`config.mk`:
```
export PLATFORM = sky130hd
export DESIGN_NAME = serial_port_pins
export DESIGN_NICKNAME = d
export VERILOG_FILES = /design/src/design/serial_pins_pkg.sv /design/src/design/serial_port_pins.sv /design/src/design/pin_sync.sv /design/src/design/modem_status.sv
export VERILOG_INCLUDE_DIRS = /design/src /design/src/design
export SDC_FILE = /design/constraint.sdc
export NUM_CORES = 1
export LEC_CHECK = 0
export ABC_AREA = 1
export ABC_CLOCK_PERIOD_IN_PS = 1970
export BUFFER_PORTS_ARGS = -buffer_cell sky130_fd_sc_hd__buf_2
export CORE_ASPECT_RATIO = 0.7
export CORE_MARGIN = 4
export CORE_UTILIZATION = 51
export CTS_CLUSTER_DIAMETER = 60
export CTS_CLUSTER_SIZE = 30
export DETAILED_ROUTE_END_ITERATION = 8
export GPL_TIMING_DRIVEN = 0
export PLACE_DENSITY = 0.82
export REMOVE_ABC_BUFFERS = 1
export SETUP_SLACK_MARGIN = 0.2
export SYNTH_ARGS = -nofsm -noshare
export SYNTH_HDL_FRONTEND = slang
export SYNTH_HIERARCHICAL = 1
export SYNTH_SLANG_ARGS = --single-unit
```
`constraint.sdc`:
```
create_clock -name clk_i -period 1.97 [get_ports clk_i]
set_input_delay 0.197 -clock clk_i [delete_from_list [all_inputs] [get_ports clk_i]]
set_output_delay 0.197 -clock clk_i [all_outputs]
set_load 0.01 [all_outputs]
```
`src/design/serial_pins_params.svh`:
```
// Constants for the serial port pin, strap and modem-status block
`ifndef SERIAL_PINS_PARAMS_SVH
`define SERIAL_PINS_PARAMS_SVH

// Clock and strap settle timing
`define CLK_PERIOD_NS      40
`define STRAP_SETTLE_NS    1000
`define STRAP_SETTLE_CYC   ((`STRAP_SETTLE_NS + `CLK_PERIOD_NS - 1) / `CLK_PERIOD_NS)

// Handshake status field positions
`define HS_DCTS_BIT        0
`define HS_DDSR_BIT        1
`define HS_TERI_BIT        2
`define HS_DDCD_BIT        3
`define HS_CTS_BIT         4
`define HS_DSR_BIT         5
`define HS_RI_BIT          6
`define HS_DCD_BIT         7
`define HS_RESET           8'h00

// Idle level of serial lines and pin reset values
`define LINE_IDLE          1'b1
`define PIN_OE_N_RESET     1'b1
`define STRAP_RESET        6'h00

// Strap bit positions inside the latched strap vector
`define STRAP_UA_LO        0
`define STRAP_UA_HI        1
`define STRAP_UB_LO        2
`define STRAP_UB_HI        3
`define STRAP_PR_LO        4
`define STRAP_PR_HI        5

// Base address lookup, indexed by a two-bit strap code
`define UART_BASE_0        10'h3F8
`define UART_BASE_1        10'h2F8
`define UART_BASE_2        10'h3E8
`define UART_BASE_3        10'h2E8
`define PRINTER_BASE_0     10'h378
`define PRINTER_BASE_1     10'h278
`define PRINTER_BASE_2     10'h3BC
`define PRINTER_BASE_3     10'h000

`endif

```
`src/design/serial_pins_pkg.sv`:
```
// Types shared by the serial port pin block
package serial_pins_pkg;

	// Two-bit address select taken from a pair of straps
	typedef logic [1:0] addr_sel_t;

	// Power-on sequence of the shared pins
	typedef enum logic [1:0] {
		ST_PULL,
		ST_RUN
	} strap_state_t;

endpackage

```
`src/design/serial_port_pins.sv`:
```
// Pin layer of two serial ports: modem lines, data, infrared, straps
//
// Contract
// - Clear-to-send level of each port readable as bit 4 of its status.
// - Each UART receives on its serial input, sends on its serial output.
// - Infrared select makes port B serial input the infrared receive input.
// - Infrared select drives port B serial output as infrared transmit.
// - Each UART drives terminal-ready low when ready to communicate.
// - Each UART drives request-to-send low when ready to send data.
// - Port A serial output pulled up at reset, sampled as UART A hi.
// - Port B terminal-ready pulled down, sampled as UART A lo select.
// - Port B serial output pulled up at reset, sampled as UART B hi.
// - Port B request-to-send pulled down, sampled as UART B lo.
// - Port A terminal-ready pulled down, sampled as printer lo select.
// - Port A request-to-send pulled up, sampled as printer hi select.
// - UART at first or third COM address uses primary line, else second.
// - Serial interrupt lines float while host enable low and after reset.
`timescale 1ns/10ps
`include "serial_pins_params.svh"

module serial_port_pins #(
	parameter int SETTLE_CYC = `STRAP_SETTLE_CYC,
	parameter int CNT_W      = 8
) (
	input  wire logic                       clk_i,
	input  wire logic                       reset_n_i,
	// Modem control pins, active low
	input  wire logic                       clear_to_send_in_a_n_i,
	input  wire logic                       clear_to_send_in_b_n_i,
	input  wire logic                       set_ready_in_a_n_i,
	input  wire logic                       set_ready_in_b_n_i,
	input  wire logic                       carrier_detect_in_a_n_i,
	input  wire logic                       carrier_detect_in_b_n_i,
	input  wire logic                       ring_indicate_in_a_n_i,
	input  wire logic                       ring_indicate_in_b_n_i,
	// Serial data input pins
	input  wire logic                       serial_rx_a_i,
	input  wire logic                       serial_rx_b_i,
	// Shared output and strap pins
	input  wire logic                       serial_tx_a_i,
	output logic                            serial_tx_a_o,
	output logic                            serial_tx_a_oe_n_o,
	input  wire logic                       serial_tx_b_i,
	output logic                            serial_tx_b_o,
	output logic                            serial_tx_b_oe_n_o,
	input  wire logic                       terminal_ready_out_a_n_i,
	output logic                            terminal_ready_out_a_n_o,
	output logic                            terminal_ready_out_a_oe_n_o,
	input  wire logic                       terminal_ready_out_b_n_i,
	output logic                            terminal_ready_out_b_n_o,
	output logic                            terminal_ready_out_b_oe_n_o,
	input  wire logic                       request_send_out_a_n_i,
	output logic                            request_send_out_a_n_o,
	output logic                            request_send_out_a_oe_n_o,
	input  wire logic                       request_send_out_b_n_i,
	output logic                            request_send_out_b_n_o,
	output logic                            request_send_out_b_oe_n_o,
	output logic                            strap_pull_up_o,
	output logic                            strap_pull_down_o,
	// Interrupt pins toward the host
	output logic                            serial_irq_primary_o,
	output logic                            serial_irq_primary_oe_n_o,
	output logic                            serial_irq_secondary_o,
	output logic                            serial_irq_secondary_oe_n_o,
	// UART core side
	input  wire logic                       uart_tx_a_i,
	input  wire logic                       uart_tx_b_i,
	input  wire logic                       infrared_tx_i,
	input  wire logic                       terminal_ready_a_i,
	input  wire logic                       terminal_ready_b_i,
	input  wire logic                       request_send_a_i,
	input  wire logic                       request_send_b_i,
	input  wire logic                       uart_irq_a_i,
	input  wire logic                       uart_irq_b_i,
	input  wire logic                       infrared_select_i,
	input  wire logic                       host_irq_enable_i,
	input  wire logic                       status_read_a_i,
	input  wire logic                       status_read_b_i,
	output logic                            uart_rx_a_o,
	output logic                            uart_rx_b_o,
	output logic                            infrared_rx_o,
	output logic                      [7:0] handshake_status_a_o,
	output logic                      [7:0] handshake_status_b_o,
	// Latched strap results
	output logic                            straps_valid_o,
	output serial_pins_pkg::addr_sel_t      uart_a_sel_o,
	output serial_pins_pkg::addr_sel_t      uart_b_sel_o,
	output serial_pins_pkg::addr_sel_t      printer_sel_o,
	output logic                      [9:0] uart_a_base_o,
	output logic                      [9:0] uart_b_base_o,
	output logic                      [9:0] printer_base_o
);

	import serial_pins_pkg::*;

	localparam logic [CNT_W-1:0] SETTLE_LAST = CNT_W'(SETTLE_CYC - 1);

	// Synchronised pin levels
	logic [7:0]  modem_n_s;
	logic [1:0]  rx_s;
	logic [5:0]  strap_s;
	logic        running;
	logic [5:0]  strap_sample;

	// Every pin from outside passes two flops before use
	pin_sync #(
		.W         (16),
		.RESET_BIT (`LINE_IDLE)
	) u_sync (
		.clk_i     (clk_i),
		.reset_n_i (reset_n_i),
		.pins_i    ({request_send_out_a_n_i, terminal_ready_out_a_n_i,
			serial_tx_b_i, request_send_out_b_n_i,
			serial_tx_a_i, terminal_ready_out_b_n_i,
			serial_rx_b_i, serial_rx_a_i,
			ring_indicate_in_b_n_i, ring_indicate_in_a_n_i,
			carrier_detect_in_b_n_i, carrier_detect_in_a_n_i,
			set_ready_in_b_n_i, set_ready_in_a_n_i,
			clear_to_send_in_b_n_i, clear_to_send_in_a_n_i}),
		.sync_o    ({strap_s, rx_s, modem_n_s})
	);

	// Strap bits in the order of the latched vector
	assign strap_sample = strap_s;

	// Port A status; bits read high when the low-active modem lines are asserted
	modem_status u_status_a (
		.clk_i        (clk_i),
		.reset_n_i    (reset_n_i),
		.enable_i     (running),
		.cts_n_i      (modem_n_s[0]),
		.dsr_n_i      (modem_n_s[2]),
		.ri_n_i       (modem_n_s[6]),
		.dcd_n_i      (modem_n_s[4]),
		.read_clear_i (status_read_a_i),
		.status_o     (handshake_status_a_o)
	);

	// Port B status
	modem_status u_status_b (
		.clk_i        (clk_i),
		.reset_n_i    (reset_n_i),
		.enable_i     (running),
		.cts_n_i      (modem_n_s[1]),
		.dsr_n_i      (modem_n_s[3]),
		.ri_n_i       (modem_n_s[7]),
		.dcd_n_i      (modem_n_s[5]),
		.read_clear_i (status_read_b_i),
		.status_o     (handshake_status_b_o)
	);

	// Strap sequencer state
	strap_state_t            state_r;
	strap_state_t            state_nxt;
	logic [CNT_W-1:0]        cnt_r;
	logic [CNT_W-1:0]        cnt_nxt;
	logic [5:0]              straps_r;
	logic [5:0]              straps_nxt;
	logic                    valid_nxt;

	assign running = (state_r == ST_RUN);

	// Pulls stay on until the pins settle; the sample is then frozen
	always_comb begin
		state_nxt  = state_r;
		cnt_nxt    = cnt_r;
		straps_nxt = straps_r;
		valid_nxt  = straps_valid_o;
		case (state_r)
			ST_PULL: begin
				if (cnt_r == SETTLE_LAST) begin
					state_nxt  = ST_RUN;
					straps_nxt = strap_sample;
					valid_nxt  = 1'b1;
				end else begin
					cnt_nxt = cnt_r + CNT_W'(1);
				end
			end
			ST_RUN: begin
				state_nxt = ST_RUN;
			end
			default: begin
				state_nxt = ST_PULL;
				cnt_nxt   = '0;
			end
		endcase
	end

	always_ff @(posedge clk_i or negedge reset_n_i) begin
		if (!reset_n_i) begin
			state_r        <= ST_PULL;
			cnt_r          <= '0;
			straps_r       <= `STRAP_RESET;
			straps_valid_o <= 1'b0;
		end else begin
			state_r        <= state_nxt;
			cnt_r          <= cnt_nxt;
			straps_r       <= straps_nxt;
			straps_valid_o <= valid_nxt;
		end
	end

	// Fixed base lookups
	function automatic logic [9:0] uart_base(input addr_sel_t sel);
		case (sel)
			2'h0:    uart_base = `UART_BASE_0;
			2'h1:    uart_base = `UART_BASE_1;
			2'h2:    uart_base = `UART_BASE_2;
			default: uart_base = `UART_BASE_3;
		endcase
	endfunction

	function automatic logic [9:0] printer_base(input addr_sel_t sel);
		case (sel)
			2'h0:    printer_base = `PRINTER_BASE_0;
			2'h1:    printer_base = `PRINTER_BASE_1;
			2'h2:    printer_base = `PRINTER_BASE_2;
			default: printer_base = `PRINTER_BASE_3;
		endcase
	endfunction

	// Address selections derived from the held straps
	addr_sel_t   ua_sel_nxt;
	addr_sel_t   ub_sel_nxt;
	addr_sel_t   pr_sel_nxt;
	logic [9:0]  ua_base_nxt;
	logic [9:0]  ub_base_nxt;
	logic [9:0]  pr_base_nxt;

	always_comb begin
		ua_sel_nxt = {straps_nxt[`STRAP_UA_HI],
			straps_nxt[`STRAP_UA_LO]};
		ub_sel_nxt = {straps_nxt[`STRAP_UB_HI],
			straps_nxt[`STRAP_UB_LO]};
		pr_sel_nxt = {straps_nxt[`STRAP_PR_HI],
			straps_nxt[`STRAP_PR_LO]};
		ua_base_nxt = uart_base(ua_sel_nxt);
		ub_base_nxt = uart_base(ub_sel_nxt);
		pr_base_nxt = printer_base(pr_sel_nxt);
	end

	always_ff @(posedge clk_i or negedge reset_n_i) begin
		if (!reset_n_i) begin
			uart_a_sel_o   <= 2'h0;
			uart_b_sel_o   <= 2'h0;
			printer_sel_o  <= 2'h0;
			uart_a_base_o  <= `UART_BASE_0;
			uart_b_base_o  <= `UART_BASE_0;
			printer_base_o <= `PRINTER_BASE_0;
		end else begin
			uart_a_sel_o   <= ua_sel_nxt;
			uart_b_sel_o   <= ub_sel_nxt;
			printer_sel_o  <= pr_sel_nxt;
			uart_a_base_o  <= ua_base_nxt;
			uart_b_base_o  <= ub_base_nxt;
			printer_base_o <= pr_base_nxt;
		end
	end

	// Pin drive and receive path
	logic        tx_a_nxt;
	logic        tx_b_nxt;
	logic        dtr_a_nxt;
	logic        dtr_b_nxt;
	logic        rts_a_nxt;
	logic        rts_b_nxt;
	logic        oe_n_nxt;
	logic        pull_nxt;
	logic        rx_a_nxt;
	logic        rx_b_nxt;
	logic        ir_rx_nxt;

	// Pins float with pulls on until straps are held, then drive
	always_comb begin
		tx_a_nxt  = `LINE_IDLE;
		tx_b_nxt  = `LINE_IDLE;
		dtr_a_nxt = `LINE_IDLE;
		dtr_b_nxt = `LINE_IDLE;
		rts_a_nxt = `LINE_IDLE;
		rts_b_nxt = `LINE_IDLE;
		rx_a_nxt  = `LINE_IDLE;
		rx_b_nxt  = `LINE_IDLE;
		ir_rx_nxt = `LINE_IDLE;
		oe_n_nxt  = 1'b1;
		pull_nxt  = 1'b1;
		if (valid_nxt) begin
			oe_n_nxt  = 1'b0;
			pull_nxt  = 1'b0;
			tx_a_nxt  = uart_tx_a_i;
			tx_b_nxt  = infrared_select_i ? infrared_tx_i
				: uart_tx_b_i;
			dtr_a_nxt = ~terminal_ready_a_i;
			dtr_b_nxt = ~terminal_ready_b_i;
			rts_a_nxt = ~request_send_a_i;
			rts_b_nxt = ~request_send_b_i;
			rx_a_nxt  = rx_s[0];
			// Wired receiver idles while the pin serves infrared
			rx_b_nxt  = infrared_select_i ? `LINE_IDLE : rx_s[1];
			ir_rx_nxt = infrared_select_i ? rx_s[1] : `LINE_IDLE;
		end
	end

	always_ff @(posedge clk_i or negedge reset_n_i) begin
		if (!reset_n_i) begin
			serial_tx_a_o               <= `LINE_IDLE;
			serial_tx_b_o               <= `LINE_IDLE;
			terminal_ready_out_a_n_o    <= `LINE_IDLE;
			terminal_ready_out_b_n_o    <= `LINE_IDLE;
			request_send_out_a_n_o      <= `LINE_IDLE;
			request_send_out_b_n_o      <= `LINE_IDLE;
			serial_tx_a_oe_n_o          <= `PIN_OE_N_RESET;
			serial_tx_b_oe_n_o          <= `PIN_OE_N_RESET;
			terminal_ready_out_a_oe_n_o <= `PIN_OE_N_RESET;
			terminal_ready_out_b_oe_n_o <= `PIN_OE_N_RESET;
			request_send_out_a_oe_n_o   <= `PIN_OE_N_RESET;
			request_send_out_b_oe_n_o   <= `PIN_OE_N_RESET;
			strap_pull_up_o             <= 1'b1;
			strap_pull_down_o           <= 1'b1;
			uart_rx_a_o                 <= `LINE_IDLE;
			uart_rx_b_o                 <= `LINE_IDLE;
			infrared_rx_o               <= `LINE_IDLE;
		end else begin
			serial_tx_a_o               <= tx_a_nxt;
			serial_tx_b_o               <= tx_b_nxt;
			terminal_ready_out_a_n_o    <= dtr_a_nxt;
			terminal_ready_out_b_n_o    <= dtr_b_nxt;
			request_send_out_a_n_o      <= rts_a_nxt;
			request_send_out_b_n_o      <= rts_b_nxt;
			serial_tx_a_oe_n_o          <= oe_n_nxt;
			serial_tx_b_oe_n_o          <= oe_n_nxt;
			terminal_ready_out_a_oe_n_o <= oe_n_nxt;
			terminal_ready_out_b_oe_n_o <= oe_n_nxt;
			request_send_out_a_oe_n_o   <= oe_n_nxt;
			request_send_out_b_oe_n_o   <= oe_n_nxt;
			strap_pull_up_o             <= pull_nxt;
			strap_pull_down_o           <= pull_nxt;
			uart_rx_a_o                 <= rx_a_nxt;
			uart_rx_b_o                 <= rx_b_nxt;
			infrared_rx_o               <= ir_rx_nxt;
		end
	end

	// Interrupt steering
	logic        irq_pri_nxt;
	logic        irq_sec_nxt;
	logic        irq_oe_n_nxt;

	// Even select codes are the first and third COM slots
	always_comb begin
		irq_pri_nxt = (uart_irq_a_i & ~ua_sel_nxt[0])
			| (uart_irq_b_i & ~ub_sel_nxt[0]);
		irq_sec_nxt = (uart_irq_a_i & ua_sel_nxt[0])
			| (uart_irq_b_i & ub_sel_nxt[0]);
		// Floating lines let other cards share the interrupt
		irq_oe_n_nxt = ~(valid_nxt & host_irq_enable_i);
	end

	always_ff @(posedge clk_i or negedge reset_n_i) begin
		if (!reset_n_i) begin
			serial_irq_primary_o        <= 1'b0;
			serial_irq_secondary_o      <= 1'b0;
			serial_irq_primary_oe_n_o   <= `PIN_OE_N_RESET;
			serial_irq_secondary_oe_n_o <= `PIN_OE_N_RESET;
		end else begin
			serial_irq_primary_o        <= irq_pri_nxt;
			serial_irq_secondary_o      <= irq_sec_nxt;
			serial_irq_primary_oe_n_o   <= irq_oe_n_nxt;
			serial_irq_secondary_oe_n_o <= irq_oe_n_nxt;
		end
	end

endmodule // serial_port_pins

```
`src/design/pin_sync.sv`:
```
// Two flip-flop synchroniser for a group of pin inputs
`timescale 1ns/10ps

module pin_sync #(
	parameter int          W         = 1,
	parameter logic        RESET_BIT = 1'b1
) (
	input  wire logic          clk_i,
	input  wire logic          reset_n_i,
	input  wire logic [W-1:0]  pins_i,
	output logic      [W-1:0]  sync_o
);

	logic [W-1:0] meta_r;
	logic [W-1:0] meta_nxt;
	logic [W-1:0] sync_nxt;

	// First stage feeds only the second stage
	always_comb begin
		meta_nxt = pins_i;
		sync_nxt = meta_r;
	end

	always_ff @(posedge clk_i or negedge reset_n_i) begin
		if (!reset_n_i) begin
			meta_r <= {W{RESET_BIT}};
			sync_o <= {W{RESET_BIT}};
		end else begin
			meta_r <= meta_nxt;
			sync_o <= sync_nxt;
		end
	end

endmodule // pin_sync

```
`src/design/modem_status.sv`:
```
// Handshake status of one port: line levels and sticky change flags
`timescale 1ns/10ps
`include "serial_pins_params.svh"

module modem_status (
	input  wire logic        clk_i,
	input  wire logic        reset_n_i,
	input  wire logic        enable_i,
	input  wire logic        cts_n_i,
	input  wire logic        dsr_n_i,
	input  wire logic        ri_n_i,
	input  wire logic        dcd_n_i,
	input  wire logic        read_clear_i,
	output logic      [7:0]  status_o
);

	logic [3:0] level;
	logic [3:0] prev_r;
	logic [3:0] prev_nxt;
	logic [3:0] delta_old;
	logic [3:0] change;
	logic [7:0] status_nxt;

	// Pins are active low; status bits read high when asserted
	assign level = {~dcd_n_i, ~ri_n_i, ~dsr_n_i, ~cts_n_i};

	// Change flags: a new event beats a clear in the same cycle
	always_comb begin
		delta_old = status_o[3:0];
		change    = 4'h0;
		if (enable_i) begin
			change[`HS_DCTS_BIT] = level[0] ^ prev_r[0];
			change[`HS_DDSR_BIT] = level[1] ^ prev_r[1];
			change[`HS_TERI_BIT] = prev_r[2] & ~level[2]; // Ring ended
			change[`HS_DDCD_BIT] = level[3] ^ prev_r[3];
		end
		if (read_clear_i) begin
			delta_old = 4'h0;
		end
		prev_nxt   = enable_i ? level : prev_r;
		status_nxt = {level, delta_old | change};
	end

	always_ff @(posedge clk_i or negedge reset_n_i) begin
		if (!reset_n_i) begin
			prev_r   <= 4'h0;
			status_o <= `HS_RESET;
		end else begin
			prev_r   <= prev_nxt;
			status_o <= status_nxt;
		end
	end

endmodule // modem_status

```
After elaboration in Yosys (flattened, before gate mapping)
Index checks and enable logic that the tools add are counted.

word-level totals
  register bits after elaboration = 122
  input port bits = 31
  output and inout bits = 74
  logic and storage cells = 106

cells by class
  add/subtract/negate cells = 1
  equal/unequal tests = 10
  mux-type cells = 28
  bitwise gates (word level) = 33
  reduce and logical (&&, ||, !) cells = 5

operators with widths
  kind                                            count
  case mux 9 bit (3 select lines)                 2
  case mux 10 bit (3 select lines)                1
  2-to-1 mux 4 bit                                4
  inverter 1 bit                                  16
  case mux 8 bit (2 select lines)                 1
  2-to-1 mux 1 bit                                15
  2-to-1 mux 6 bit                                2
  adder 8 x 1 -> 8 bit (second input constant)    1
  == test 2 x 1 -> 1 bit (second input constant)  4
  == test 8 x 5 -> 1 bit (second input constant)  1
  logical NOT 2 bit                               4
  2-to-1 mux 8 bit                                1
  bitwise OR 4 bit                                2
  bitwise AND 1 bit                               7
  == test 2 bit (second input constant)           3
  bitwise XOR 1 bit                               6
  != test 2 bit (second input constant)           2
  case mux 2 bit (2 select lines)                 1
  2-to-1 mux 2 bit                                1
  bitwise OR 1 bit                                2
  AND reduction 2 bit                             1

Depth between registers and ports, before layout
Gate-level depths: netlist of run 1.

  depth after elaboration = 6
  gate-level depth with buffers = 9
  depth with buffers taken out = 9

Cells and area by module
Netlist of run 1, hierarchy kept.

modules (own cells, without submodules)
  module            instances  cells an instance  area each (µm²)
  serial_port_pins  1          188                1861.8
  modem_status      2          47                 445.4
  pin_sync          1          32                 840.8

Worst setup path after synthesis of run 1
Ideal clock, no wire load.

  path type = flip-flop to flip-flop
  from = register cnt_r[0]
  to = register straps_r[1]
  arrival = 1.268 ns
  required time = 1.852 ns
  slack = 0.584 ns
  stages on the path, launching flop included = 9
  clock period less this slack = 1.386 ns
  path through = dfrtp_1 inv_1 ha_1 nand2_1 nor2_4 nand3_4 buf_6 o21ai_2 inv_1

on the way
  cells in the longest elaborated chain, start to end = 3

ends and longest elaborated chain
  element                   RTL line                 RTL
  start: declaration        serial_port_pins.sv:155  logic [CNT_W-1:0] cnt_r;
  start signal: assignment  serial_port_pins.sv:197  cnt_r <= cnt_nxt;
  == test 8 x 5 -> 1 bit    serial_port_pins.sv:171  if (cnt_r == SETTLE_LAST) begin
  2-to-1 mux 6 bit          serial_port_pins.sv:171
  2-to-1 mux 6 bit          serial_port_pins.sv:169  case (state_r)
  via straps_nxt[1]         serial_port_pins.sv:158  logic [5:0] straps_nxt;
  end signal: assignment    serial_port_pins.sv:193  straps_r <= `STRAP_RESET;
  end signal: assignment    serial_port_pins.sv:198  straps_r <= straps_nxt;
  end: declaration          serial_port_pins.sv:157  logic [5:0] straps_r;

The timed path passes the listed nets, and every way through them passes these cells.
A chain may end at the register's enable or synchronous reset.

Worst setup path after layout of run 1
  from = register cnt_r[0]
  to = register uart_rx_a_o

on the way
  cells in the longest elaborated chain, start to end = 4

ends and longest elaborated chain
  element                 RTL line                 RTL
  == test 8 x 5 -> 1 bit  serial_port_pins.sv:171
  2-to-1 mux 1 bit        serial_port_pins.sv:171
  2-to-1 mux 1 bit        serial_port_pins.sv:169
  via valid_nxt           serial_port_pins.sv:159  logic valid_nxt;
  2-to-1 mux 1 bit        serial_port_pins.sv:286  if (valid_nxt) begin
  via rx_a_nxt            serial_port_pins.sv:269  logic rx_a_nxt;
  end signal: assignment  serial_port_pins.sv:319  uart_rx_a_o <= `LINE_IDLE;
  end signal: assignment  serial_port_pins.sv:337  uart_rx_a_o <= rx_a_nxt;
  end: declaration        serial_port_pins.sv:79   output logic uart_rx_a_o,

The timed path passes the listed nets, and every way through them passes these cells.

==> results of run 1 <==
## metrics by stage
stage | hold WS, ns | total power [mW]
finish | 0.0283 | 3.56
global placement | 0.302 | 2.35
floorplan | -0.0986 | 2.22
detailed placement | 0.0747 | 2.37
CTS | 0.0127 | 3.60
global route | 0.0195 | 3.73
## timing repair
item / 4_1_cts / 5_1_grt
hold endpoints to repair: 38 / 0
hold buffers: 23 / 0
gates resized for setup: 1 / 1
endpoints found under the setup margin: 1 / 9
## synthesized netlist by cell type
master	count
sky130_fd_sc_hd__o31ai_1	1
sky130_fd_sc_hd__buf_2	1
sky130_fd_sc_hd__nor3_1	1
sky130_fd_sc_hd__nand2_4	3
sky130_fd_sc_hd__xnor2_1	1
sky130_fd_sc_hd__o21ai_1	9
sky130_fd_sc_hd__dfrtp_1	43
sky130_fd_sc_hd__inv_2	3
sky130_fd_sc_hd__nand3_1	22
sky130_fd_sc_hd__nor3_4	1
sky130_fd_sc_hd__nand3_2	2
sky130_fd_sc_hd__dfstp_2	50
sky130_fd_sc_hd__inv_1	38
sky130_fd_sc_hd__o21ai_2	4
sky130_fd_sc_hd__ha_1	2
sky130_fd_sc_hd__nand2_2	2
sky130_fd_sc_hd__xor2_1	3
sky130_fd_sc_hd__nand2_1	73
sky130_fd_sc_hd__conb_1	2
sky130_fd_sc_hd__nor2_4	1
sky130_fd_sc_hd__o21ai_4	1
sky130_fd_sc_hd__o21ai_0	2
sky130_fd_sc_hd__nand3_4	3
sky130_fd_sc_hd__nor2_8	1
sky130_fd_sc_hd__buf_4	30
sky130_fd_sc_hd__or2_1	2
sky130_fd_sc_hd__nor2_2	3
sky130_fd_sc_hd__o211ai_1	1
sky130_fd_sc_hd__buf_6	1
sky130_fd_sc_hd__inv_4	1
sky130_fd_sc_hd__nor2_1	7
## layout make-up
| type | count | area, sq um |
|---|---|---|
| Clock buffer | 10 | 138 |
| Tap cell | 94 | 118 |
| Inverter | 42 | 160 |
| Clock inverter | 6 | 50.0 |
| Sequential cell | 93 | 2390 |
| Multi-Input combinational cell | 163 | 862 |
| Fill cell | 519 | 2380 |
| Timing Repair Buffer | 110 | 691 |
## power by group through the flow
stage                     Sequential [mW]  Clock, mW  Combinational (mW)
after floorplan                      2.14          0              0.0740
after global placement               2.11          0               0.238
after detailed placement             2.12          0               0.252
after CTS                            2.08       1.23               0.289
after global routing                 2.10       1.32               0.321
final                                2.08       1.19               0.285
## state kept, by name (all words and copies together) (netlist names), 2 cells and up
name / flops
u_sync/meta_r: 16
straps_r: 2
u_status_b/status_o: 8
u_sync/sync_o: 16
u_status_a/status_o: 8
u_status_a/prev_r: 4
uart_b_base_o: 2
uart_a_base_o: 2
printer_base_o: 4
u_status_b/prev_r: 4
printer_sel_o: 2
cnt_r: 8
## cell families (layout without fill, tap and decap cells)
kind of cell | Yosys count | count (layout)
AND/OR/NAND/NOR | 121 | 121
other | 2 | 18
adder cells (fa/ha/maj) | 2 | 2
XOR/XNOR | 4 | 4
flip-flops | 93 | 93
buffers and inverters | 74 | 168
AO/OA/AOI/OAI | 18 | 18
## critical path: cells and delay by family, from the launching register on
family | cells | cell delay (ns)
adders and majority gates | 1 | 0.23
and+or+nand+nor | 5 | 0.82
DFF | 1 | 0.40
buffers and inverters | 2 | 0.14
## per-layer routing
metal  vias up  GRT usage [%]  share of wire (%)
met4         0           7.82                2.7
met1      1109           19.9                 41
met2        72           27.0                 49
met3        19           6.00                7.1
met5         -              0                  0
li1       1120              -                  -
## path summary, 6_finish.rpt
| kind | from | end |
|---|---|---|
| worst max-delay path | cnt_r[0] | uart_rx_a_o |
| worst min-delay path | uart_tx_a_i | serial_tx_a_o |
| worst max register to register | cnt_r[0] | uart_rx_a_o |
| worst min register to register | u_sync/meta_r[2] | u_sync/sync_o[2] |
| max in group asynchronous | reset_n_i | u_sync/meta_r[10] |
| min in group asynchronous | reset_n_i | u_status_a/status_o[1] |
==> key figures, run 1 <==
Critical path
  • CP Class: flop to flop
  • Crit path cell chain: inv_1 -> ha_1 -> nand2_1 -> nor2_4 -> nand3_4 -> nand2_4 -> inv_4 -> or2_1
  • Library cell contributing the largest single delay on the critical path: sky130_fd_sc_hd__dfrtp_1
  • Longest individual stage delay on the worst path: around 0.40 ns
  • Register-to-register setup slack: approximately 0.33 ns
  • Element type at the critical path end: flop
  • Register-to-Register Path Depth: 8
  • Maximum fanout count along the critical path: 13
  • Worst Path Arrival: approximately 1.9 ns
  • Element type at the critical path start: flop
  • Crit path required time: ~2.3 ns

Clocking
  • Root buf cell: sky130_fd_sc_hd__clkbuf_8
  • Number of H-tree levels: 3
  • Clock network latency to the later pin of the worst-skew pair: between 0.3 and 0.4 ns
  • Inserted Clock Buffers: 9
  • Clock transition at the registers of the reported paths: 0.09 ns
  • Clock tree from TritonCTS: yes
  • Number of clock sinks seen by CTS: 93
  • Maximum clock path buffer count: 2
  • Postcts setup bufs: 0

Placed design
  • Placed wire-length estimate: 4.44 mm
  • Post-place instance area: ~4000 sq um
  • Number of I/O port buffers: 86
  • Final estimated routing congestion in global placement: ~0.84
  • Setup slack after placement: ~0.22 ns
  • Placed insts: ~480

GRT
  • Overflow left after global routing: 0
  • Number of antenna violations at the first check in global routing: 0
  • Via count of the first global-routing pass: 2340
  • All-layer global routing usage: 16.7%
  • Pin count of the biggest net entering global routing: 78
  • Wire length of the first global-routing pass: between 10 and 15 mm

Outcome
  • Outcome: finished clean

Synthesis
  • Post-Synth XOR/XNOR Area: less than 1%
  • Post-synthesis mux area share: 0%
  • Avg Cell Area, Syn: roughly 11 sq um
  • Area of the mapped netlist: around 3600 sq um
  • Simple-gate area share of the yosys netlist: 17.1%
  • Count of yosys warnings during synthesis: 6
  • Cell type contributing the most total cell area after synthesis: sky130_fd_sc_hd__dfstp_2
  • Fraction of the yosys area taken by sequential cells: roughly two thirds
  • Share of the synthesized area in the top cell type: a little over a third
  • Top area cells in the synthesized netlist: sky130_fd_sc_hd__dfstp_2, sky130_fd_sc_hd__dfrtp_1, sky130_fd_sc_hd__nand2_1
  • Arithmetic-cell share of the synthesized area counting full adders, half adders and majority gates: 0.696%
  • Synthesized netlist cell count: about 310
  • Unique cell type count in the Yosys netlist: 31
  • Largest family of logic cells by synthesized area: simple AND/OR/NAND/NOR gates
  • Post-synthesis register bit count: 93
  • Area fraction in compound gates after synthesis: 3.38%

Finish
  • Total inserted antenna cells: 0
  • Layout cells sized above 1: 42.2%
  • Layout Area Growth over Synthesis: 22.7%
  • Number of nets in the final layout: around 450
  • Most frequent cells in the layout: sky130_fd_sc_hd__buf_2, sky130_fd_sc_hd__nand2_1, sky130_fd_sc_hd__dfstp_2
  • Leading cell type in the layout, fill and taps excluded: sky130_fd_sc_hd__buf_2
  • Filler-free cell count of the finished design: around 520
  • Final cell utilization of the core: about two thirds
  • Cell area after layout: 4410 sq um

Min path
  • Hold Path Stages: 2
  • Hold WC Path Type: input pin to flop

Run
  • Max Cap Violations: 0

Timing
  • Final setup TNS: 0 ns
  • Final hold vios: 0
  • Total of endpoints with negative setup slack in the final report: 0
  • Clock period minus worst slack: 1.64 ns
  • Clock skew after layout: 0.0102 ns
  • Worst path setup slack after routing: approximately 0.33 ns
  • Portion of the clock cycle consumed by the worst path in the final layout: approximately 83%
  • Max Fclk: a little over 600 MHz
  • RSZ-0062 raised after global routing: false
  • Count of pins over their slew limit: 0

Floorplan
  • Row cnt: 25
  • Core Region: approximately 6800 sq um
  • Starting density of the core: around 53%
  • IO Pins: 105
  • Area enclosed by the die boundary: 8470 sq um
  • Die Span Y: ~80 microns
  • Die boundary width: roughly 110 microns

Pwr
  • Leakage: between 2 and 2.5 nW
  • Relative contribution of the clock network to total power: roughly a third
  • Switching Power: between 0.8 and 0.9 mW
  • Internal power of the cells: about 2.7 mW
  • Largest vdd supply drop: roughly 450 uV
  • Cell area power density: slightly above 800 nW/um^2
  • Gate power share: roughly 8.0%
  • Register share of total power: about three fifths
  • Sw Share: 24.7%

Routing
  • DRC violation count after routing: 0
  • Initial drt markers: 66
  • Detailed-route vias per instance: around 4.5
  • Detailed Route WL: 6.47 mm
  • Post-DRT Antenna Nets: 0
  • Mean routed wirelength per cell: about 12 microns
  • Vias: around 2300
  • Number of optimization iterations in the first detailed-route pass: 4
No activity file was read; power rests on OpenSTA's default activity.
==> run 2: changes to the inputs <==
--- a/config.mk
+++ b/config.mk
@@ -6,17 +6,17 @@
 export SDC_FILE = /design/constraint.sdc
 export NUM_CORES = 1
 export LEC_CHECK = 0
-export ABC_AREA = 1
-export ABC_CLOCK_PERIOD_IN_PS = 1970
+export ABC_AREA = 0
+export ABC_CLOCK_PERIOD_IN_PS = 1450
 export BUFFER_PORTS_ARGS = -buffer_cell sky130_fd_sc_hd__buf_2
 export CORE_ASPECT_RATIO = 0.7
 export CORE_MARGIN = 4
-export CORE_UTILIZATION = 51
+export CORE_UTILIZATION = 45
 export CTS_CLUSTER_DIAMETER = 60
 export CTS_CLUSTER_SIZE = 30
 export DETAILED_ROUTE_END_ITERATION = 8
 export GPL_TIMING_DRIVEN = 0
-export PLACE_DENSITY = 0.82
+export PLACE_DENSITY = 0.78
 export REMOVE_ABC_BUFFERS = 1
 export SETUP_SLACK_MARGIN = 0.2
 export SYNTH_ARGS = -nofsm -noshare
==> constraint.sdc (replaced) <==
create_clock -name clk_i -period 1.45 [get_ports clk_i]
set_input_delay 0.145 -clock clk_i [delete_from_list [all_inputs] [get_ports clk_i]]
set_output_delay 0.145 -clock clk_i [all_outputs]
set_load 0.01 [all_outputs]
==> run 2 against run 1 <==
Compared with the run above: the flow now finishes with violations (negative setup slack); design area increased by 6.3%; synthesized cell count fell by 26%; setup slack lost 0.51 ns; sequential cell count did not move; routed wire length grew 0.26%; via count is 12% lower; first-iteration DRC count is 50% higher; clock skew grew 0.0020 ns; clock power rose by 66%; worst hold slack better by 0.017 ns; non-clock buffer count increased by 25; critical path type unchanged; critical endpoint is now serial_irq_primary_o.
==> key figures, run 2 <==
Timing
  • Total of endpoints with negative setup slack in the final report: 18 (was 0)
  • Clock period minus worst slack: 1.63 ns (was 1.64 ns)
  • Count of pins over their slew limit: 0 (unchanged)
  • RSZ-0062 raised after global routing: true (was false)
  • Portion of the clock cycle consumed by the worst path in the final layout: 112% (was 83.3%)
  • Hold slack final: 0.0456 ns (was 0.0283 ns)
  • Clock skew after layout: 0.0122 ns (was 0.0102 ns)
  • Worst path setup slack after routing: -0.179 ns (was 0.329 ns)
  • Final hold vios: 0 (unchanged)
  • Max Fclk: 614 MHz (was 609 MHz)

Routing
  • Vias: 2041 (was 2320)
  • Detailed Route WL: 6.49 mm (was 6.47 mm)
  • Initial drt markers: 99 (was 66)
  • Number of optimization iterations in the first detailed-route pass: 4 (unchanged)
  • Post-DRT Antenna Nets: 0 (unchanged)
  • Detailed-route vias per instance: 4.40 (was 4.48)
  • DRC violation count after routing: 0 (unchanged)
  • Mean routed wirelength per cell: 14.0 microns (was 12.5 microns)

Critical path
  • Worst Path Arrival: 1.88 ns (was 1.93 ns)
  • Crit Reg-Reg Startpoint: cnt_r[1] (was cnt_r[0])
  • Maximum fanout count along the critical path: 4 (was 13)
  • Element type at the critical path start: flop (unchanged)
  • Register-to-Register Path Depth: 6 (was 8)
  • Crit path launch: cnt_r[1] (was cnt_r[0])
  • CP Class: flop to flop (unchanged)
  • Worst reg2reg endpoint: serial_irq_primary_o (was uart_rx_a_o)
  • Crit path required time: 1.70 ns (was 2.26 ns)
  • Element type at the critical path end: flop (unchanged)
  • End of the critical path: serial_irq_primary_o (was uart_rx_a_o)
  • Register-to-register setup slack: -0.18 ns (was 0.33 ns)

Synthesis
  • Number of synthesized flops with an enable pin: 0 (unchanged)
  • Most frequent cell after synthesis: sky130_fd_sc_hd__dfstp_2 (was sky130_fd_sc_hd__nand2_1)
  • Cell type contributing the most total cell area after synthesis: sky130_fd_sc_hd__dfstp_2 (unchanged)
  • Count of yosys warnings during synthesis: 6 (unchanged)
  • Area fraction in compound gates after synthesis: 4.51% (was 3.38%)
  • Top area cells in the synthesized netlist: sky130_fd_sc_hd__dfstp_2, sky130_fd_sc_hd__dfrtp_1, sky130_fd_sc_hd__buf_4 (was sky130_fd_sc_hd__dfstp_2, sky130_fd_sc_hd__dfrtp_1, sky130_fd_sc_hd__nand2_1)
  • Post-synthesis register bit count: 93 (unchanged)
  • Post-Synth XOR/XNOR Area: 3.13% (was 0.975%)
  • Simple-gate area share of the yosys netlist: 6.07% (was 17.1%)
  • Arithmetic-cell share of the synthesized area counting full adders, half adders and majority gates: 0.745% (was 0.696%)
  • Synthesized netlist cell count: 233 (was 314)
  • Largest family of logic cells by synthesized area: buffers and inverters (was simple AND/OR/NAND/NOR gates)
  • Avg Cell Area, Syn: 14.4 sq um (was 11.4 sq um)
  • Unique cell type count in the Yosys netlist: 37 (was 31)
  • Synth Flop Type: sky130_fd_sc_hd__dfstp_2 (unchanged)
  • Post-synth ARST share: 100% (unchanged)
  • Area of the mapped netlist: 3360 sq um (was 3590 sq um)
  • Most numerous cell types in the synthesized netlist: sky130_fd_sc_hd__dfstp_2, sky130_fd_sc_hd__dfrtp_1, sky130_fd_sc_hd__buf_4, sky130_fd_sc_hd__inv_1, sky130_fd_sc_hd__nand2_1 (was sky130_fd_sc_hd__nand2_1, sky130_fd_sc_hd__dfstp_2, sky130_fd_sc_hd__dfrtp_1, sky130_fd_sc_hd__inv_1, sky130_fd_sc_hd__buf_4)
  • Share of the synthesized area in the top cell type: 39.1% (was 36.6%)
  • Fraction of the yosys area taken by sequential cells: 71.1% (was 66.5%)
  • Post-synthesis mux area share: 3.91% (was 0%)

Pwr
  • Largest vdd supply drop: 504 uV (was 452 uV)
  • Leakage: 2.20 nW (was 2.23 nW)
  • Cell area power density: 1120 nW/um^2 (was 807 nW/um^2)
  • Overall power of the completed layout: 5.24 mW (was 3.56 mW)

Outcome
  • Outcome: complete, but fails checks (was finished clean)
  • Violations in the final reports: negative setup slack

Floorplan
  • Die Span Y: 80.3 microns (was 78.2 microns)
  • Starting density of the core: 46.1% (was 52.9%)
  • IO Pins: 105 (unchanged)
  • Die boundary width: 111 microns (was 108 microns)
  • Area enclosed by the die boundary: 8930 sq um (was 8470 sq um)
  • Core Region: 7290 sq um (was 6790 sq um)
  • Row cnt: 26 (was 25)

Placed design
  • Post-place instance area: 3740 sq um (was 3990 sq um)
  • Final estimated routing congestion in global placement: 0.790 (was 0.838)
  • Number of I/O port buffers: 86 (unchanged)
  • Placed wire-length estimate: 3.77 mm (was 4.44 mm)
  • Placed insts: 400 (was 479)
  • Setup slack after placement: -0.674 ns (was 0.218 ns)

Finish
  • Layout cells sized above 1: 60.1% (was 42.2%)
  • Cell area after layout: 4690 sq um (was 4410 sq um)
  • Number of nets in the final layout: 394 (was 452)
  • Most frequent cells in the layout: sky130_fd_sc_hd__buf_2, sky130_fd_sc_hd__dfstp_2, sky130_fd_sc_hd__dfrtp_1 (was sky130_fd_sc_hd__buf_2, sky130_fd_sc_hd__nand2_1, sky130_fd_sc_hd__dfstp_2)
  • Total inserted antenna cells: 0 (unchanged)
  • Leading cell type in the layout, fill and taps excluded: sky130_fd_sc_hd__buf_2 (unchanged)
  • Layout Area Growth over Synthesis: 39.5% (was 22.7%)
  • Biggest registers after layout: u_sync/meta_r: 16 flops, u_sync/sync_o: 16 flops (unchanged)
  • Filler-free cell count of the finished design: 464 (was 518)

Clocking
  • Clock network latency to the later pin of the worst-skew pair: 0.36 ns (about the same)
  • Clock transition at the registers of the reported paths: 0.10 ns (was 0.09 ns)
  • Number of H-tree levels: 3 (unchanged)
  • Number of clock sinks seen by CTS: 93 (unchanged)
  • Inserted Clock Buffers: 9 (unchanged)
  • Root buf cell: sky130_fd_sc_hd__clkbuf_8 (unchanged)
  • Clock tree from TritonCTS: yes (unchanged)
  • Maximum clock path buffer count: 2 (unchanged)

GRT
  • Pin count of the biggest net entering global routing: 73 (was 78)
  • Via count of the first global-routing pass: 2129 (was 2340)
  • Wire length of the first global-routing pass: 10.2 mm (was 10.9 mm)
  • Overflow left after global routing: 0 (unchanged)
  • All-layer global routing usage: 14.6% (was 16.7%)
  • Number of antenna violations at the first check in global routing: 0 (unchanged)

Run
  • Max Cap Violations: 0 (unchanged)

Min path
  • Hold WC Path Type: input pin to flop (unchanged)
-- run 2: changes by cell type after synthesis, moves of 9 or more --
cell / change
sky130_fd_sc_hd__xnor2_1: +10
sky130_fd_sc_hd__nand2_1: -61
sky130_fd_sc_hd__nand3_1: -19
sky130_fd_sc_hd__inv_1: -18
sky130_fd_sc_hd__o21ai_1: -9
-- run 2: final cells by class --
cell class / instances / area [sq um]
multi-input combinational: 101 / 877
inverter: 21 / 81.3
clock buffer: 9 / 124
clock inverter: 7 / 116
timing repair buffer: 135 / 971
fill: 519 / 2600
tap: 98 / 123
sequential: 93 / 2390
-- run 2: kinds of logic after synthesis --
group | Yosys count
AO/OA/AOI/OAI | 20
XOR/XNOR | 12
adder cells (fa/ha/maj) | 2
buffers and inverters | 55
flip-flops | 93
multiplexers | 11
other | 2
AND/OR/NAND/NOR | 38
-- run 2: through the flow --
step	util [%]	TNS, ns
floorplan	-	-3.53
detailed placement	51.3	-12.19
global placement	50.9	-36.48
CTS	61.7	-1.05
global route	64.3	-2.49
finish	64.3	-0.989
-- run 2: layer usage --
metal  wire length (microns)  track usage [%]  up-vias
met5                       0                0        -
met4                     103             4.37        0
met3                     346             5.12       12
met2                    3530             26.2       59
met1                    2510             16.5     1022
li1                        -                -      948
-- run 2: report_power, final --
| part | internal (mW) | leakage (nW) | switching [mW] |
|---|---|---|---|
| Clock | 1.02 | 0.121 | 0.951 |
| Combinational | 0.215 | 1.05 | 0.214 |
| Sequential | 2.78 | 1.03 | 0.0659 |
-- run 2: worst min path at each step --
| stage | slack [ns] | from | end | depth (start not counted) |
|---|---|---|---|---|
| floorplan | -0.15 | reset_n_i | cnt_r[0] | 0 |
| global placement | 0.25 | serial_tx_b_i | u_sync/meta_r[13] | 1 |
| detailed placement | 0.06 | reset_n_i | u_status_b/status_o[6] | 1 |
| CTS | 0.02 | uart_irq_a_i | serial_irq_primary_o | 2 |
| global route | 0.04 | uart_irq_a_i | serial_irq_primary_o | 2 |
| finish | 0.05 | uart_irq_a_i | serial_irq_primary_o | 2 |
-- run 2: worst max-delay path: stages, from the launching register on --
cell,delay [ns]
sky130_fd_sc_hd__dfrtp_1,0.40
sky130_fd_sc_hd__inv_2,0.09
sky130_fd_sc_hd__ha_4,0.14
sky130_fd_sc_hd__nor4b_4,0.23
sky130_fd_sc_hd__nand2_4,0.14
sky130_fd_sc_hd__mux2i_4,0.21
sky130_fd_sc_hd__a221o_1,0.32
-- run 2: repair_timing --
| item | in CTS | in global routing |
|---|---|---|
| endpoints found under the setup margin | 50 | 43 |
| pin swaps | 12 | 6 |
| resized for setup | 39 | 23 |
| setup buffers | 12 | 10 |
| hold buffers | 26 | 0 |
| gates cloned | 0 | 0 |
| hold endpoints to repair | 45 | 0 |
==> run 3: changes to the inputs <==
--- a/config.mk
+++ b/config.mk
@@ -15,8 +15,8 @@
 export CTS_CLUSTER_DIAMETER = 60
 export CTS_CLUSTER_SIZE = 30
 export DETAILED_ROUTE_END_ITERATION = 8
-export GPL_TIMING_DRIVEN = 0
 export PLACE_DENSITY = 0.78
+export RECOVER_POWER = 100
 export REMOVE_ABC_BUFFERS = 1
 export SETUP_SLACK_MARGIN = 0.2
 export SYNTH_ARGS = -nofsm -noshare
==> run 3 against run 2 <==
Compared with the run above: non-clock buffer count fell by 4; highest routed layer unchanged; the run still ends with negative setup slack left; sequential cell count did not move; design area fell by 5.4%; worst hold slack got worse by 0.014 ns; largest cell class unchanged; cell count fell by 0.86%; routed wire length fell by 4.4%; clock skew fell by 0.00096 ns; maximum frequency rose by 1.6%; sequential power barely moved; register-to-register slack improved by 0.03 ns; combinational power fell by 7.0%.
==> key figures, run 3 (synthesis results as in run 2) <==
Pwr
  • Cell area power density: 1090 nW/um^2 (was 1120 nW/um^2)
  • Largest vdd supply drop: 469 uV (was 504 uV)
  • Leakage: 2.13 nW (was 2.20 nW)

Placed design
  • Setup slack after placement: -0.181 ns (was -0.674 ns)
  • Number of I/O port buffers: 86 (unchanged)
  • Placed wire-length estimate: 4.06 mm (was 3.77 mm)
  • Post-place instance area: 3860 sq um (was 3740 sq um)
  • Final estimated routing congestion in global placement: 0.762 (was 0.790)

Finish
  • Number of nets in the final layout: 390 (was 394)
  • Most frequent cells in the layout: sky130_fd_sc_hd__buf_2, sky130_fd_sc_hd__dfstp_2, sky130_fd_sc_hd__dfrtp_1 (unchanged)
  • Layout cells sized above 1: 54.7% (was 60.1%)
  • Biggest registers after layout: u_sync/meta_r: 16 flops, u_sync/sync_o: 16 flops (unchanged)
  • Leading cell type in the layout, fill and taps excluded: sky130_fd_sc_hd__buf_2 (unchanged)
  • Total inserted antenna cells: 0 (unchanged)
  • Cell area after layout: 4430 sq um (was 4690 sq um)
  • Final cell utilization of the core: 60.9% (was 64.3%)
  • Layout Area Growth over Synthesis: 32.0% (was 39.5%)

Critical path
  • CP Class: flop to flop (unchanged)
  • Maximum fanout count along the critical path: 4 (unchanged)
  • Element type at the critical path end: flop (unchanged)
  • Worst Path Arrival: 1.85 ns (was 1.88 ns)
  • Element type at the critical path start: flop (unchanged)
  • Crit path required time: 1.70 ns (about the same)

GRT
  • All-layer global routing usage: 13.7% (was 14.6%)
  • Overflow left after global routing: 0 (unchanged)
  • Via count of the first global-routing pass: 1993 (was 2129)
  • Layer carrying the most global-route usage: met2 (unchanged)
  • Met1 track utilization from global routing: 17.2% (was 16.5%)
  • Wire length of the first global-routing pass: 9.60 mm (was 10.2 mm)
  • Number of antenna violations at the first check in global routing: 0 (unchanged)
  • GRT met3 Usage: 6.33% (was 5.12%)
  • Pin count of the biggest net entering global routing: 40 (was 73)
  • Met2 Usage GRT: 21.6% (was 26.2%)

Outcome
  • Violations in the final reports: negative setup slack (unchanged)
  • Outcome: complete, but fails checks (unchanged)

Floorplan
  • Die Span Y: 80.3 microns (unchanged)
  • Starting density of the core: 46.1% (unchanged)
  • IO Pins: 105 (unchanged)
  • Die boundary width: 111 microns (unchanged)
  • Row cnt: 26 (unchanged)
  • Area enclosed by the die boundary: 8930 sq um (unchanged)
  • Core Region: 7290 sq um (unchanged)

Min path
  • Hold WC Path Type: input pin to flop (unchanged)

Timing
  • RSZ-0062 raised after global routing: true (unchanged)
  • Clock period minus worst slack: 1.60 ns (was 1.63 ns)
  • Tightest Pin Transition: approximately 0.6 ns
  • Clock skew after layout: 0.0113 ns (was 0.0122 ns)
  • Max Fclk: 624 MHz (was 614 MHz)
  • Worst path setup slack after routing: -0.153 ns (was -0.179 ns)
  • Portion of the clock cycle consumed by the worst path in the final layout: 111% (was 112%)
  • Count of pins over their slew limit: 0 (unchanged)
  • Relative slew slack: 60.0%
  • Final hold vios: 0 (unchanged)
  • Total of endpoints with negative setup slack in the final report: 14 (was 18)

Routing
  • Vias: 2040 (was 2041)
  • Post-DRT Antenna Nets: 0 (unchanged)
  • Number of optimization iterations in the first detailed-route pass: 4 (unchanged)
  • Mean routed wirelength per cell: 13.5 microns (was 14.0 microns)
  • Initial drt markers: 57 (was 99)
  • DRC violation count after routing: 0 (unchanged)
  • Detailed-route vias per instance: 4.43 (was 4.40)
  • Detailed Route WL: 6.21 mm (was 6.49 mm)

Clocking
  • Clock tree from TritonCTS: yes (unchanged)
  • Number of clock sinks seen by CTS: 93 (unchanged)
  • Inserted Clock Buffers: 9 (unchanged)
  • Maximum clock path buffer count: 2 (unchanged)
  • Clock network latency to the later pin of the worst-skew pair: 0.36 ns (about the same)
  • Root buf cell: sky130_fd_sc_hd__clkbuf_8 (unchanged)
  • Number of H-tree levels: 3 (unchanged)
  • Clock transition at the registers of the reported paths: 0.10 ns (about the same)

Run
  • Max Cap Violations: 0 (unchanged)
run 3: changes by cell type in the layout (fill, tap and decap cells not counted), sizes merged:
| cell | before | now |
|---|---|---|
| bufinv | 2 | 0 |
| buf | 109 | 103 |
| dlygate4sd3 | 26 | 24 |
| clkinv | 2 | 4 |
| clkbuf | 9 | 13 |
run 3: per-layer routing:
layer | wire [microns] | up-vias
met5 | 0 | -
met4 | 83 | 0
met3 | 359 | 9
met2 | 3120 | 56
met1 | 2650 | 1029
li1 | - | 946
run 3: repair_timing:
item / in CTS / in global routing
pin swaps: 4 / 3
setup endpoints to repair: 34 / 40
gates resized for setup: 12 / 20
hold buffers: 24 / 0
hold endpoints to repair: 52 / 0
setup buffers: 3 / 2
run 3: final cells by class:
class                   count  area [sq um]
multi-input cells         101           756
clock inverters             7          67.6
clock buffers               9           124
flip-flops and latches     93          2390
well taps                  98           123
repair buffers            131           892
inverters                  21          81.3
fillers                   530          2850
run 3: critical path: stages (launching register included):
cell and delay, ns:
sky130_fd_sc_hd__dfrtp_1 0.41, sky130_fd_sc_hd__inv_2 0.09, sky130_fd_sc_hd__ha_4 0.13, sky130_fd_sc_hd__nor4b_4 0.21, sky130_fd_sc_hd__nand2_2 0.16, sky130_fd_sc_hd__mux2i_2 0.20, sky130_fd_sc_hd__a221o_1 0.31
run 3: path summary, 6_finish.rpt:
| path | start | end | slack, ns | cells past startpoint |
|---|---|---|---|---|
| worst max register to register | cnt_r[0] | serial_irq_primary_o | -0.15 | 6 |
| min in group asynchronous | reset_n_i | u_status_b/status_o[6] | 0.32 | 2 |
| max in group asynchronous | reset_n_i | u_sync/meta_r[13] | 0.20 | 3 |
| worst max-delay path | cnt_r[0] | serial_irq_primary_o | -0.15 | 6 |
| worst min-delay path | uart_tx_b_i | serial_tx_b_o | 0.03 | 3 |
| worst min register to register | u_sync/meta_r[10] | u_sync/sync_o[10] | 0.35 | 0 |
run 3: power breakdown:
group	internal (mW)	switching, mW	total, mW
registers	2.78	0.0623	2.84
logic	0.193	0.207	0.400
clock network	0.664	0.938	1.60
run 3: per-stage QoR:
step / power, mW / TNS, ns / hold WS (ns) / std cells
after floorplan: 3.03 / -3.53 / -0.151 / 215
after global placement: 3.23 / -0.483 / 0.0725 / 415
after detailed placement: 3.24 / -1.39 / 0.0768 / 415
after CTS: 4.91 / -0.294 / 0.000824 / 458
after global routing: 5.07 / -2.29 / 0.0168 / 460
final: 4.84 / -1.01 / 0.0318 / 460
